<file path="config.mk">
export PLATFORM = sky130hd
export DESIGN_NAME = fpet_core
export DESIGN_NICKNAME = d
export VERILOG_FILES = /design/src/fpet_pkg.sv /design/src/fpet_core.sv /design/src/fpet_ticker.sv
export SDC_FILE = /design/constraint.sdc
export NUM_CORES = 1
export LEC_CHECK = 0
export BUFFER_PORTS_ARGS = -buffer_cell sky130_fd_sc_hd__buf_2
export CAP_MARGIN = 10
export CORE_MARGIN = 1
export CORE_UTILIZATION = 50
export CTS_CLUSTER_DIAMETER = 30
export DETAILED_ROUTE_END_ITERATION = 7
export GPL_TIMING_DRIVEN = 0
export PLACE_DENSITY = 0.76
export SETUP_SLACK_MARGIN = 0.1
export SLEW_MARGIN = 10
export SYNTH_ARGS = -nofsm -noshare
export SYNTH_HDL_FRONTEND = slang
export SYNTH_SLANG_ARGS = --single-unit
export TNS_END_PERCENT = 100
</file>
<file path="constraint.sdc">
create_clock -name clk -period 6.8 [get_ports clk]
set_input_delay 1.36 -clock clk [delete_from_list [all_inputs] [get_ports clk]]
set_output_delay 1.36 -clock clk [all_outputs]
set_load 0.02 [all_outputs]
</file>
<file path="src/fpet_pkg.sv">
// Package: constants and types for the flash program/erase timing block
package fpet_pkg;
   localparam int unsigned CLK_HZ = 50000000;
   localparam logic [3:0] ADDR_CMD = 4'h0;
   localparam logic [3:0] ADDR_STATUS = 4'h1;
   localparam logic [3:0] ADDR_PORT_OUT = 4'h2;
   localparam logic [3:0] ADDR_PORT_DIR = 4'h3;
   localparam logic [3:0] ADDR_PSAVE = 4'h4;
   // Per-memory timing set: base 4'h8 program flash, 4'h9 data flash
   localparam logic [3:0] ADDR_SET_PROG = 4'h8;
   localparam logic [3:0] ADDR_SET_DATA = 4'h9;
   localparam logic [3:0] ADDR_SEL_IDX = 4'ha;
   localparam logic [3:0] ADDR_SEL_VAL = 4'hb;
   localparam int PRE_W = 8;
   localparam int CNT_W = 16;
   localparam int PORT_W = 54;
   localparam logic [2:0] MULT_PROG = 3'd3;
   localparam logic [3:0] MULT_ERASE = 4'd12;
   localparam logic [2:0] MULT_MEND = 3'd3;
   localparam logic [1:0] OP_PROG = 2'd1;
   localparam logic [1:0] OP_PERASE = 2'd2;
   localparam logic [1:0] OP_MERASE = 2'd3;
   typedef enum logic [2:0] {
      IDX_PRESCALE, IDX_SETUP, IDX_TRAN, IDX_PROG,
      IDX_PER, IDX_MER, IDX_END, IDX_MEND
   } fpet_idx_t;
   localparam logic [3:0] IDX_RCV = 4'd8;
   localparam int NIDX = 9;
   typedef enum {
      ST_IDLE, ST_SETUP, ST_TRAN, ST_PULSE, ST_HOLD, ST_RCV
   } fpet_state_t;
endpackage : fpet_pkg

</file>
<file path="src/fpet_core.sv">
// Flash program/erase sequencer with port pin hold logic
//
// Added by the designer: the plain strobed port and the address map.
`timescale 1ns/1ps
module fpet_core (
   input wire logic clk,
   input wire logic nrst,
   input wire logic [3:0] addr,
   input wire logic [31:0] wdata,
   input wire logic wr,
   input wire logic rd,
   output logic [31:0] rdata,
   output logic flash_program,
   output logic flash_erase,
   output logic flash_mass,
   output logic flash_data_sel,
   output logic nonvolatile_store_strobe,
   output logic busy,
   input wire logic nmi_pin,
   output logic nmi_event,
   output logic [fpet_pkg::PORT_W-1:0] port_out,
   output logic [fpet_pkg::PORT_W-1:0] port_oe
);
   // Timing sets: [set][index]
   logic [fpet_pkg::CNT_W-1:0] tset_q [2][fpet_pkg::NIDX];
   logic [3:0] sel_idx_q;
   logic [1:0] op_q;
   logic mem_q;
   fpet_pkg::fpet_state_t st_q;
   logic [fpet_pkg::PORT_W-1:0] pout_q, pdir_q, pout_hold_q, pdir_hold_q;
   logic psave_q;
   logic nmi_s1_q, nmi_s2_q, nmi_s3_q;
   logic start_q, done;
   logic [31:0] periods;
   logic [fpet_pkg::PRE_W-1:0] pre;
   logic [31:0] rdata_q;

   function automatic logic [31:0] val(input logic s, input logic [3:0] i);
      val = {16'h0, tset_q[s][i]};
   endfunction : val

   assign pre = tset_q[mem_q][fpet_pkg::IDX_PRESCALE][fpet_pkg::PRE_W-1:0];

   // Interval lengths per phase, prescaler applied in the ticker
   always_comb begin
      periods = 32'h0;
      case (st_q)
         fpet_pkg::ST_SETUP: periods = val(mem_q, 4'(fpet_pkg::IDX_SETUP));
         fpet_pkg::ST_TRAN: periods = val(mem_q, 4'(fpet_pkg::IDX_TRAN));
         fpet_pkg::ST_PULSE: begin
            if (op_q == fpet_pkg::OP_PROG) begin
               periods = ((val(mem_q, 4'(fpet_pkg::IDX_PROG)) + 32'h1)
                  << fpet_pkg::MULT_PROG) - 32'h1;
            end else if (op_q == fpet_pkg::OP_PERASE) begin
               periods = ((val(mem_q, 4'(fpet_pkg::IDX_PER)) + 32'h1)
                  << fpet_pkg::MULT_ERASE) - 32'h1;
            end else begin
               periods = ((val(mem_q, 4'(fpet_pkg::IDX_MER)) + 32'h1)
                  << fpet_pkg::MULT_ERASE) - 32'h1;
            end
         end
         fpet_pkg::ST_HOLD: begin
            if (op_q == fpet_pkg::OP_MERASE) begin
               periods = ((val(mem_q, 4'(fpet_pkg::IDX_MEND)) + 32'h1)
                  << fpet_pkg::MULT_MEND) - 32'h1;
            end else begin
               periods = val(mem_q, 4'(fpet_pkg::IDX_END));
            end
         end
         fpet_pkg::ST_RCV: periods = val(mem_q, fpet_pkg::IDX_RCV);
         default: periods = 32'h0;
      endcase
   end

   fpet_ticker u_tick (
      .clk(clk),
      .nrst(nrst),
      .start(start_q),
      .prescale(pre),
      .periods(periods),
      .done(done)
   );

   // Sequencer; start_q kicks the ticker in the first cycle of each timed phase
   always_ff @(posedge clk or negedge nrst) begin
      if (!nrst) begin
         st_q <= fpet_pkg::ST_IDLE;
         op_q <= 2'd0;
         mem_q <= 1'b0;
         start_q <= 1'b0;
      end else begin
         start_q <= 1'b0;
         case (st_q)
            fpet_pkg::ST_IDLE: begin
               if (wr && addr == fpet_pkg::ADDR_CMD && wdata[1:0] != 2'd0) begin
                  op_q <= wdata[1:0];
                  mem_q <= wdata[4];
                  st_q <= fpet_pkg::ST_SETUP;
                  start_q <= 1'b1;
               end
            end
            fpet_pkg::ST_SETUP: if (done) begin
               st_q <= fpet_pkg::ST_TRAN;
               start_q <= 1'b1;
            end
            fpet_pkg::ST_TRAN: if (done) begin
               st_q <= fpet_pkg::ST_PULSE;
               start_q <= 1'b1;
            end
            fpet_pkg::ST_PULSE: if (done) begin
               st_q <= fpet_pkg::ST_HOLD;
               start_q <= 1'b1;
            end
            fpet_pkg::ST_HOLD: if (done) begin
               st_q <= fpet_pkg::ST_RCV;
               start_q <= 1'b1;
            end
            fpet_pkg::ST_RCV: if (done) begin
               st_q <= fpet_pkg::ST_IDLE;
            end
            default: st_q <= fpet_pkg::ST_IDLE;
         endcase
      end
   end

   // Flash control outputs, registered from state
   always_ff @(posedge clk or negedge nrst) begin
      if (!nrst) begin
         flash_program <= 1'b0;
         flash_erase <= 1'b0;
         flash_mass <= 1'b0;
         nonvolatile_store_strobe <= 1'b0;
         flash_data_sel <= 1'b0;
      end else begin
         flash_data_sel <= mem_q;
         // Mode line stays up from setup through pulse
         flash_program <= (op_q == fpet_pkg::OP_PROG) &&
            (st_q inside {fpet_pkg::ST_SETUP, fpet_pkg::ST_TRAN,
            fpet_pkg::ST_PULSE});
         flash_erase <= (op_q != fpet_pkg::OP_PROG) &&
            (st_q inside {fpet_pkg::ST_SETUP, fpet_pkg::ST_TRAN,
            fpet_pkg::ST_PULSE});
         flash_mass <= (op_q == fpet_pkg::OP_MERASE) &&
            (st_q != fpet_pkg::ST_IDLE);
         nonvolatile_store_strobe <= st_q inside {fpet_pkg::ST_TRAN,
            fpet_pkg::ST_PULSE, fpet_pkg::ST_HOLD};
      end
   end
   assign busy = (st_q != fpet_pkg::ST_IDLE);

   // Timing set registers; locked while an operation runs
   always_ff @(posedge clk or negedge nrst) begin
      if (!nrst) begin
         sel_idx_q <= 4'h0;
         for (int s = 0; s < 2; s++) begin
            for (int i = 0; i < fpet_pkg::NIDX; i++) begin
               tset_q[s][i] <= '0;
            end
         end
      end else if (wr) begin
         if (addr == fpet_pkg::ADDR_SEL_IDX) begin
            sel_idx_q <= wdata[3:0];
         end else if (!busy && sel_idx_q < 4'(fpet_pkg::NIDX) &&
            (addr == fpet_pkg::ADDR_SET_PROG ||
            addr == fpet_pkg::ADDR_SET_DATA)) begin
            tset_q[addr == fpet_pkg::ADDR_SET_DATA][sel_idx_q] <=
               wdata[fpet_pkg::CNT_W-1:0];
         end
      end
   end

   // Port pins and power-save
   always_ff @(posedge clk or negedge nrst) begin
      if (!nrst) begin
         pout_q <= '0;
         pdir_q <= '0;
         psave_q <= 1'b0;
         pout_hold_q <= '0;
         pdir_hold_q <= '0;
      end else begin
         if (wr && addr == fpet_pkg::ADDR_PORT_OUT) begin
            pout_q <= {wdata[21:0], wdata};
         end
         if (wr && addr == fpet_pkg::ADDR_PORT_DIR) begin
            pdir_q <= {wdata[21:0], wdata};
         end
         if (wr && addr == fpet_pkg::ADDR_PSAVE) begin
            psave_q <= wdata[0];
            if (wdata[0] && !psave_q) begin
               pout_hold_q <= pout_q;
               pdir_hold_q <= pdir_q;
            end
         end
      end
   end
   // Reset clears direction, so every pin floats while nrst is low
   assign port_out = psave_q ? pout_hold_q : pout_q;
   assign port_oe = psave_q ? pdir_hold_q : pdir_q;

   // NMI sampled regardless of power-save
   always_ff @(posedge clk or negedge nrst) begin
      if (!nrst) begin
         nmi_s1_q <= 1'b0;
         nmi_s2_q <= 1'b0;
         nmi_s3_q <= 1'b0;
      end else begin
         nmi_s1_q <= nmi_pin;
         nmi_s2_q <= nmi_s1_q;
         nmi_s3_q <= nmi_s2_q;
      end
   end
   assign nmi_event = nmi_s2_q && !nmi_s3_q;

   // Register read, data in the following cycle
   always_ff @(posedge clk or negedge nrst) begin
      if (!nrst) begin
         rdata_q <= 32'h0;
      end else if (rd) begin
         case (addr)
            fpet_pkg::ADDR_STATUS: rdata_q <= {25'h0, 3'(st_q),
               op_q, mem_q, busy};
            fpet_pkg::ADDR_PSAVE: rdata_q <= {31'h0, psave_q};
            fpet_pkg::ADDR_SEL_IDX: rdata_q <= {28'h0, sel_idx_q};
            fpet_pkg::ADDR_SET_PROG: rdata_q <= (sel_idx_q <
               4'(fpet_pkg::NIDX)) ? val(1'b0, sel_idx_q) : 32'h0;
            fpet_pkg::ADDR_SET_DATA: rdata_q <= (sel_idx_q <
               4'(fpet_pkg::NIDX)) ? val(1'b1, sel_idx_q) : 32'h0;
            default: rdata_q <= 32'h0;
         endcase
      end
   end
   assign rdata = rdata_q;

   // Phase order seen at the flash control lines
   AST_STROBE_ONLY_WHEN_BUSY: assert property (
      @(posedge clk) disable iff (!nrst)
      nonvolatile_store_strobe |-> $past(busy))
      else $error("Strobe outside operation");
   AST_NO_PROG_AND_ERASE: assert property (
      @(posedge clk) disable iff (!nrst)
      !(flash_program && flash_erase))
      else $error("Program and erase together");
   AST_STROBE_AFTER_MODE: assert property (
      @(posedge clk) disable iff (!nrst)
      $rose(nonvolatile_store_strobe) |-> $past(flash_program || flash_erase))
      else $error("Strobe rose without mode");
   AST_MODE_BEFORE_STROBE: assert property (
      @(posedge clk) disable iff (!nrst)
      $rose(flash_program || flash_erase) |-> !nonvolatile_store_strobe)
      else $error("Strobe already up when mode rose");
   AST_MODE_DROPS_STROBE_HOLDS: assert property (
      @(posedge clk) disable iff (!nrst)
      $fell(flash_program || flash_erase) |-> nonvolatile_store_strobe)
      else $error("Strobe not held after pulse");
   AST_RCV_AFTER_STROBE: assert property (
      @(posedge clk) disable iff (!nrst)
      $fell(nonvolatile_store_strobe) |-> busy)
      else $error("No recovery after strobe");
   AST_MASS_IS_ERASE: assert property (
      @(posedge clk) disable iff (!nrst)
      $rose(flash_mass) |-> flash_erase && !flash_program)
      else $error("Mass line without erase");
   AST_IDLE_QUIET: assert property (
      @(posedge clk) disable iff (!nrst)
      !busy && !$past(busy) |-> !(nonvolatile_store_strobe || flash_program ||
      flash_erase || flash_mass))
      else $error("Flash lines active while idle");
   // Settings and command frozen for the whole operation; pins held in power-save, NMI edge passed through
   AST_SET_STABLE: assert property (
      @(posedge clk) disable iff (!nrst)
      busy && $past(busy) |-> $stable(mem_q))
      else $error("Timing set changed mid operation");
   AST_PRESCALE_LOCKED: assert property (
      @(posedge clk) disable iff (!nrst)
      busy && $past(busy) |-> $stable(pre))
      else $error("Prescale changed mid operation");
   AST_OP_LOCKED: assert property (
      @(posedge clk) disable iff (!nrst)
      busy && $past(busy) |-> $stable(op_q))
      else $error("Command accepted mid operation");
   AST_HOLD_PINS: assert property (
      @(posedge clk) disable iff (!nrst)
      psave_q && $past(psave_q) |-> $stable(port_out) && $stable(port_oe))
      else $error("Pins changed in power-save");
   AST_NMI_LIVE: assert property (
      @(posedge clk) disable iff (!nrst)
      $rose(nmi_s2_q) |-> nmi_event ##1 !nmi_event)
      else $error("NMI missed or stretched");

   COV_PROG: cover property (@(posedge clk) $rose(flash_program));
   COV_PAGE_ERASE: cover property (@(posedge clk)
      $rose(flash_erase) && !flash_mass);
   COV_MASS: cover property (@(posedge clk) $rose(flash_mass));
   COV_DATA_FLASH: cover property (@(posedge clk) $rose(flash_data_sel));
   COV_PSAVE: cover property (@(posedge clk) $rose(psave_q));
endmodule : fpet_core

</file>
<file path="src/fpet_ticker.sv">
// Prescaler and interval counter for one timed phase
`timescale 1ns/1ps
module fpet_ticker (
   input wire logic clk,
   input wire logic nrst,
   input wire logic start,
   input wire logic [fpet_pkg::PRE_W-1:0] prescale,
   input wire logic [31:0] periods,
   output logic done
);
   logic [fpet_pkg::PRE_W-1:0] pre_q;
   logic [31:0] cnt_q;
   logic run_q;
   logic tick;
   // Tick once every prescale+1 clocks
   assign tick = run_q && (pre_q == prescale);
   assign done = tick && (cnt_q == 32'h0);
   always_ff @(posedge clk or negedge nrst) begin
      if (!nrst) begin
         pre_q <= '0;
         cnt_q <= 32'h0;
         run_q <= 1'b0;
      end else if (start) begin
         pre_q <= '0;
         cnt_q <= periods;
         run_q <= 1'b1;
      end else if (run_q) begin
         pre_q <= tick ? '0 : pre_q + 1'b1;
         if (tick) begin
            if (cnt_q == 32'h0) begin
               run_q <= 1'b0;
            end else begin
               cnt_q <= cnt_q - 32'h1;
            end
         end
      end
   end
endmodule : fpet_ticker

</file>
==> results of run 1 <==
## per-layer routing
metal / up-vias / global-route usage (%)
met5: - / 0
met4: 4 / 18.69
met3: 373 / 11.93
met2: 1583 / 53.81
met1: 12090 / 46.94
li1: 10030 / -
## sequential cells by signal (all words and copies together) (netlist names)
register / count
u_tick.pre_q: 8
flash_erase: 1
flash_program: 1
u_tick.run_q: 1
mem_q: 1
pdir_q: 32
nmi_s3_q: 1
flash_mass: 1
pdir_hold_q: 32
start_q: 1
psave_q: 1
u_tick.cnt_q: 32
nmi_s1_q: 1
pout_q: 32
rdata: 16
flash_data_sel: 1
op_q: 2
sel_idx_q: 4
nonvolatile_store_strobe: 1
pout_hold_q: 32
tset_q: 288
st_q: 3
nmi_s2_q: 1
## kinds of logic after synthesis
| logic type | synth area share (%) |
|---|---|
| other | 0.01300 |
| DFF | 42.77 |
| adders and majority gates | 0.2603 |
| AOI/OAI and AO/OA | 9.640 |
| and+or+nand+nor | 11.08 |
| muxes | 28.42 |
| buffers and inverters | 4.451 |
| xor gates and xnor gates | 3.366 |
## stage by stage
step	power (uW)	setup TNS, ns
final	12810	0
after floorplan	5741	0
after CTS	12710	0
after global placement	6893	-2603.71
after global routing	13170	0
after detailed placement	6987	-10.34
## synth_stat cells, types with 7 or more instances
cell type | number | area share, %
a211oi_1 | 19 | 0.49
a21boi_0 | 8 | 0.21
a21o_1 | 7 | 0.18
a21oi_1 | 114 | 2.0
a221oi_1 | 21 | 0.64
a222oi_1 | 9 | 0.31
a22o_1 | 7 | 0.21
a22oi_1 | 24 | 0.62
a31oi_1 | 17 | 0.37
and2_1 | 15 | 0.33
and3_1 | 18 | 0.39
buf_1 | 17 | 0.22
buf_2 | 15 | 0.26
buf_4 | 64 | 1.7
clkbuf_1 | 128 | 1.7
dfrtp_1 | 493 | 43
inv_1 | 33 | 0.43
mux2_2 | 515 | 20
mux2i_1 | 92 | 3.2
mux4_2 | 65 | 5.1
nand2_1 | 147 | 1.9
nand2b_1 | 17 | 0.37
nand3_1 | 56 | 0.97
nand3b_1 | 18 | 0.47
nand4_1 | 23 | 0.50
nand4b_1 | 9 | 0.27
nor2_1 | 135 | 1.8
nor2b_1 | 48 | 1.0
nor3_1 | 40 | 0.69
nor3b_1 | 10 | 0.26
nor4_1 | 10 | 0.22
o211ai_1 | 16 | 0.42
o21a_1 | 8 | 0.21
o21ai_0 | 90 | 1.6
o22ai_1 | 22 | 0.48
or2_2 | 9 | 0.20
or3_1 | 9 | 0.20
xnor2_1 | 61 | 1.9
xor2_1 | 48 | 1.5
## layout make-up
cell class,count,area share [%]
Buffer,228,3.380
Antenna cell,3,0.02153
Clock inverter,87,3.685
Clock buffer,115,7.852
Multi-Input combinational cell,1832,43.87
Inverter,34,0.3660
Timing Repair Buffer,166,2.734
Sequential cell,493,35.38
Tap cell,756,2.713
## final timing paths
kind	from	endpoint	slack, ns	cells past startpoint
setup reg to reg	mem_q$_DFFE_PN0P_	u_tick.cnt_q[28]$_DFFE_PN0P_	0.37	22
hold reg to reg	nmi_s1_q$_DFF_PN0_	nmi_s2_q$_DFF_PN0_	0.34	0
max in group asynchronous	nrst	tset_q[204]$_DFFE_PN0P_	4.87	3
min in group asynchronous	nrst	pout_hold_q[31]$_DFFE_PN0P_	0.57	1
setup / recovery	mem_q$_DFFE_PN0P_	u_tick.cnt_q[28]$_DFFE_PN0P_	0.37	22
hold / removal	nmi_s1_q$_DFF_PN0_	nmi_s2_q$_DFF_PN0_	0.34	0
## power by group through the flow
stage,Clock [uW],Sequential (uW),Combinational [uW]
final,5710,3610,3490
after global routing,5900,3640,3620
after CTS,5720,3590,3400
after detailed placement,0,3630,3360
after global placement,0,3600,3290
after floorplan,0,3540,2200
==> metrics.yaml, run 1 <==
power_and_ir_drop:
  p_int_uw: 8345
  p_switching_uw: 4461
  power_density_mw_per_mm2: 367.3
  ir_worst_vdd_uv: 270.8
  clkPwrFrac_pct: 44.6
  swShare_pct: 34.84
  p_leak_uw: 0.01600
  comb_power_share_pct: 27.3
  seqPwrFrac_pct: 28.2
clock_network:
  cts-root-buf: "clkbuf_16"
  cts_num_sinks: 493
  cts_setup_buffers: 0
  clock_latency_ns: 0.69
  clk_pin_slew_worst_paths_ns: 0.04
  numCtsBuffers: 107
  cts_tree: "done"
  post_cts_resized: 9
  ctsHoldBuffers: 0
  clock_path_buffers: 3
  cts.htree.levels: 3
flow_run:
  cap_violations: 0
setup_path:
  cp-end-kind: "register"
  cp_slowest_stage_delay_ns: 0.58
  cp_max_fo: 19
  worstPathCellList: "buf_6 > buf_6 > buf_6 > buf_6 > buf_4 > buf_4 > buf_6 > buf_6 > buf_6 > buf_4 > mux2_2 > ha_1 > nand3_1 > mux2_2 > nor4_2 > nand4b_2 > a2111oi_2 > nand2_1 > a31o_1 > a31oi_1 > a211oi_1 > o32a_1"
  required_ns: 7.33
  arrival_ns: 6.96
  cp.buffers_inverters: 10
  startpoint_type: "register"
  cpMostUsedCell: "buf_6"
  crit_type: "reg2reg"
  cp_top_family: "buffers and inverters"
  slowest_stage: "a2111oi_2"
layout:
  regArea_sq_mm: 0.01234
  n_fill_cell: 4370
  area_growth_pct: 20.89
  layout-drive-gt1-share_pct: 36.14
  multi_input_area_sq_mm: 0.01529
  finalNonFillerCells: 3714
  nNetsFinal: 2909
  fin_util_pct: 61.48
  fin_area_sq_mm: 0.03487
  final_cell_mix: "515 x mux2_2, 493 x dfrtp_1, 168 x buf_2"
  layout_commonest_cell: "mux2_2"
placed_design:
  dp_worst_setup_slack_ns: -0.9624
  port_buffers: 160
  place_area_sq_mm: 0.03079
  place_inst: 3509
  place_hpwl_um: 78670
  place_congestion: 1.103
route:
  drt-total-wl_um: 106400
  drc: 0
  drt_iter0_drc: 2851
  num_vias: 24070
  viasPerCell: 6.482
  met1Wirelength_um: 41280
  routed.top_layer: "met5"
  wl_per_cell_um: 28.65
  met2_length_um: 46480
  ant_nets: 0
  dr_wl_met3_um: 12410
  first_pass_iters: 6
timing:
  tightestPinTransition_ns: 1.283
  hold_ws_ns: 0.3439
  setup_viol: 0
  max_freq_mhz: 155.5
  drv_slew: 0
  hold_viol: 0
  fin_ws_ns: 0.3704
  period_minus_slack_ns: 6.430
  period_share_pct: 94.55
  relSlewSlack_pct: 12.22
  rsz0062_at_grt: "false"
  skew_ns: 0.05105
global_routing:
  grt_pass1_vias: 23920
  antenna_found_initial: 3
  grt_start_max_net_pins: 109
  grt_pass1_wl_um: 157600
  grt_overflow: 0
  grt_use_total_pct: 36.15
die:
  fp.coreArea_sq_mm: 0.05671
  die_area_sq_mm: 0.05865
  initial_core_util_pct: 50.85
  die_x_um: 242.2
  io_pins: 188
  fp.dieH_um: 242.2
  placementRows: 87
synth:
  synthArstFlopShare_pct: 100.0
  avgSynthCellArea_sq_um: 11.21
  synth_edf_count: 0
  yosys_warnings: 0
  synth_ff_type: "dfrtp_1"
  netlist_area_sq_mm: 0.02884
  yosysSeqAreaShare_pct: 42.77
  ys_types: 93
  synth_seq_cells: 493
  netlist_instances: 2573
min_path:
  holdCritPathClass: "reg2reg"
outcome:
  outcome: "finished, final reports clean"
(Power assumes the default switching activity.)
==> run 2: changes to the inputs <==
--- a/config.mk
+++ b/config.mk
@@ -12,7 +12,7 @@
 export CTS_CLUSTER_DIAMETER = 30
 export DETAILED_ROUTE_END_ITERATION = 7
 export GPL_TIMING_DRIVEN = 0
-export PLACE_DENSITY = 0.76
+export PLACE_DENSITY = 0.68
 export SETUP_SLACK_MARGIN = 0.1
 export SLEW_MARGIN = 10
 export SYNTH_ARGS = -nofsm -noshare
==> metrics.yaml, run 2 (synthesis results as in run 1) <==
timing:
  setup_viol: 0
  tightestPinTransition_ns: 1.256
  drv_slew: 0
  period_share_pct: 95.94
  fin_ws_ns: 0.2758
  max_freq_mhz: 153.3
  period_minus_slack_ns: 6.524
  relSlewSlack_pct: 15.36
  rsz0062_at_grt: "false"
  hold_viol: 0
  fin_tns_setup_ns: 0
  skew_ns: 0.04621
clock_network:
  cts.htree.levels: 3
  clk_pin_slew_worst_paths_ns: 0.05
  numCtsBuffers: 112
  cts-root-buf: "clkbuf_16"
  cts_tree: "done"
  clock_latency_ns: 0.68
  clock_path_buffers: 3
  cts_num_sinks: 493
min_path:
  min_path_cells: 0
  holdCritPathClass: "reg2reg"
  worstHoldStart: "nmi_s1_q$_DFF_PN0_"
  min_to: "nmi_s2_q$_DFF_PN0_"
setup_path:
  cp-end-kind: "register"
  crit_type: "reg2reg"
  arrival_ns: 7.04
  rr_worst_depth: 23
  r2r_start: "mem_q$_DFFE_PN0P_"
  timing.rr.end: "u_tick.cnt_q[22]$_DFFE_PN0P_"
  cp_max_fo: 19
  required_ns: 7.32
  rrSetupSlack_ns: 0.28
  startpoint_type: "register"
route:
  wl_per_cell_um: 28.84
  num_vias: 24000
  drc: 3
  ant_nets: 0
  first_pass_iters: 8
  drt-total-wl_um: 107400
  drt_iter0_drc: 2608
  viasPerCell: 6.446
layout:
  layout_commonest_cell: "mux2_2"
  layout-drive-gt1-share_pct: 36.12
  top_register: "tset_q"
  area_growth_pct: 21.02
  fin_util_pct: 61.54
  final_cell_mix: "515 x mux2_2, 493 x dfrtp_1, 167 x buf_2"
  nNetsFinal: 2915
  multi_input_area_sq_mm: 0.01529
  n_fill_cell: 4566
  largest_reg_flops: 288
  regArea_sq_mm: 0.01234
die:
  fp.coreArea_sq_mm: 0.05671
  initial_core_util_pct: 50.85
  fp.dieH_um: 242.2
  die_x_um: 242.2
  io_pins: 188
  die_area_sq_mm: 0.05865
  placementRows: 87
outcome:
  violations: "DRC"
  outcome: "complete, but fails checks"
placed_design:
  dp_worst_setup_slack_ns: -0.9173
  place_hpwl_um: 80150
  port_buffers: 160
  place_congestion: 1.055
global_routing:
  grt_overflow: 0
  grt_start_max_net_pins: 110
  antenna_found_initial: 4
  grt_pass1_vias: 23730
  grt_use_total_pct: 36.47
  grt_pass1_wl_um: 157800
flow_run:
  cap_violations: 0
power_and_ir_drop:
  ir_worst_vdd_uv: 302.1
  finalPower_uw: 12790
  p_leak_uw: 0.01599
  power_density_mw_per_mm2: 366.4
-- run 2: cell types whose count changed in the layout (fill, tap and decap cells not counted), sizes merged --
cell / change
inv: -13
bufinv: -4
clkbuf: +20
clkinv: -4
buf: +1
diode: -1
clkinvlp: +10
-- run 2: through the flow --
stage                     std cells  cell area, sq um  hold slack (ns)
after floorplan                2588             28900           0.3312
final                          3723             34900           0.3485
after global placement         3504             30640           0.3336
after global routing           3721             34900           0.3651
after CTS                      3720             34880           0.3532
after detailed placement       3509             30800           0.3381
-- run 2: how the worst max path moves through the flow --
stage                      startpoint                      endpoint  slack [ns]  cells past startpoint
floorplan           mem_q$_DFFE_PN0P_  u_tick.cnt_q[25]$_DFFE_PN0P_        1.31                     23
global placement                 nrst   pout_hold_q[38]$_DFFE_PN0P_       -5.57                      1
detailed placement  mem_q$_DFFE_PN0P_  u_tick.cnt_q[30]$_DFFE_PN0P_       -0.92                     24
CTS                 mem_q$_DFFE_PN0P_  u_tick.cnt_q[30]$_DFFE_PN0P_        0.13                     24
global route        mem_q$_DFFE_PN0P_  u_tick.cnt_q[30]$_DFFE_PN0P_        0.17                     23
finish              mem_q$_DFFE_PN0P_  u_tick.cnt_q[22]$_DFFE_PN0P_        0.28                     23
-- run 2: metal layers --
metal | up-vias | routed length (um) | global-route usage (%)
li1 | 10080 | - | -
met4 | 4 | 5528 | 17.68
met2 | 1474 | 47440 | 54.94
met1 | 12130 | 42290 | 47.78
met5 | - | 32 | 0
met3 | 315 | 12060 | 11.20
-- run 2: power breakdown --
part	internal, uW	total [uW]	switching [uW]
logic	1290	3500	2210
clock network	3830	5680	1850
registers	3300	3610	311
-- run 2: critical path, cell delays in order (launching register included) --
cell,delay (ns)
dfrtp_1,0.37
buf_6,0.16
buf_6,0.23
buf_6,0.23
buf_6,0.28
buf_6,0.25
buf_4,0.26
buf_4,0.33
buf_6,0.28
buf_6,0.29
buf_4,0.32
mux2_2,0.39
ha_1,0.23
clkbuf_1,0.22
and3b_1,0.24
o41ai_1,0.30
a2bb2oi_1,0.20
nor3_1,0.54
a21oi_1,0.14
or2_0,0.29
nand2_1,0.10
o211ai_1,0.10
o311a_1,0.21
o32a_1,0.33
-- run 2: layout make-up --
cell class                      instances  share of cell area [%]
Antenna cell                            2                 0.01434
Buffer                                228                   3.373
Clock buffer                          135                   8.743
Clock inverter                         76                   2.879
Inverter                               34                  0.3656
Multi-Input combinational cell       1832                   43.79
Sequential cell                       493                   35.35
Tap cell                              756                   2.710
Timing Repair Buffer                  167                   2.775
-- run 2: timing repair --
action,CTS,global route
hold buffers,0,0
resized for setup,8,2
setup endpoints to repair,17,9
buffers inserted,0,0
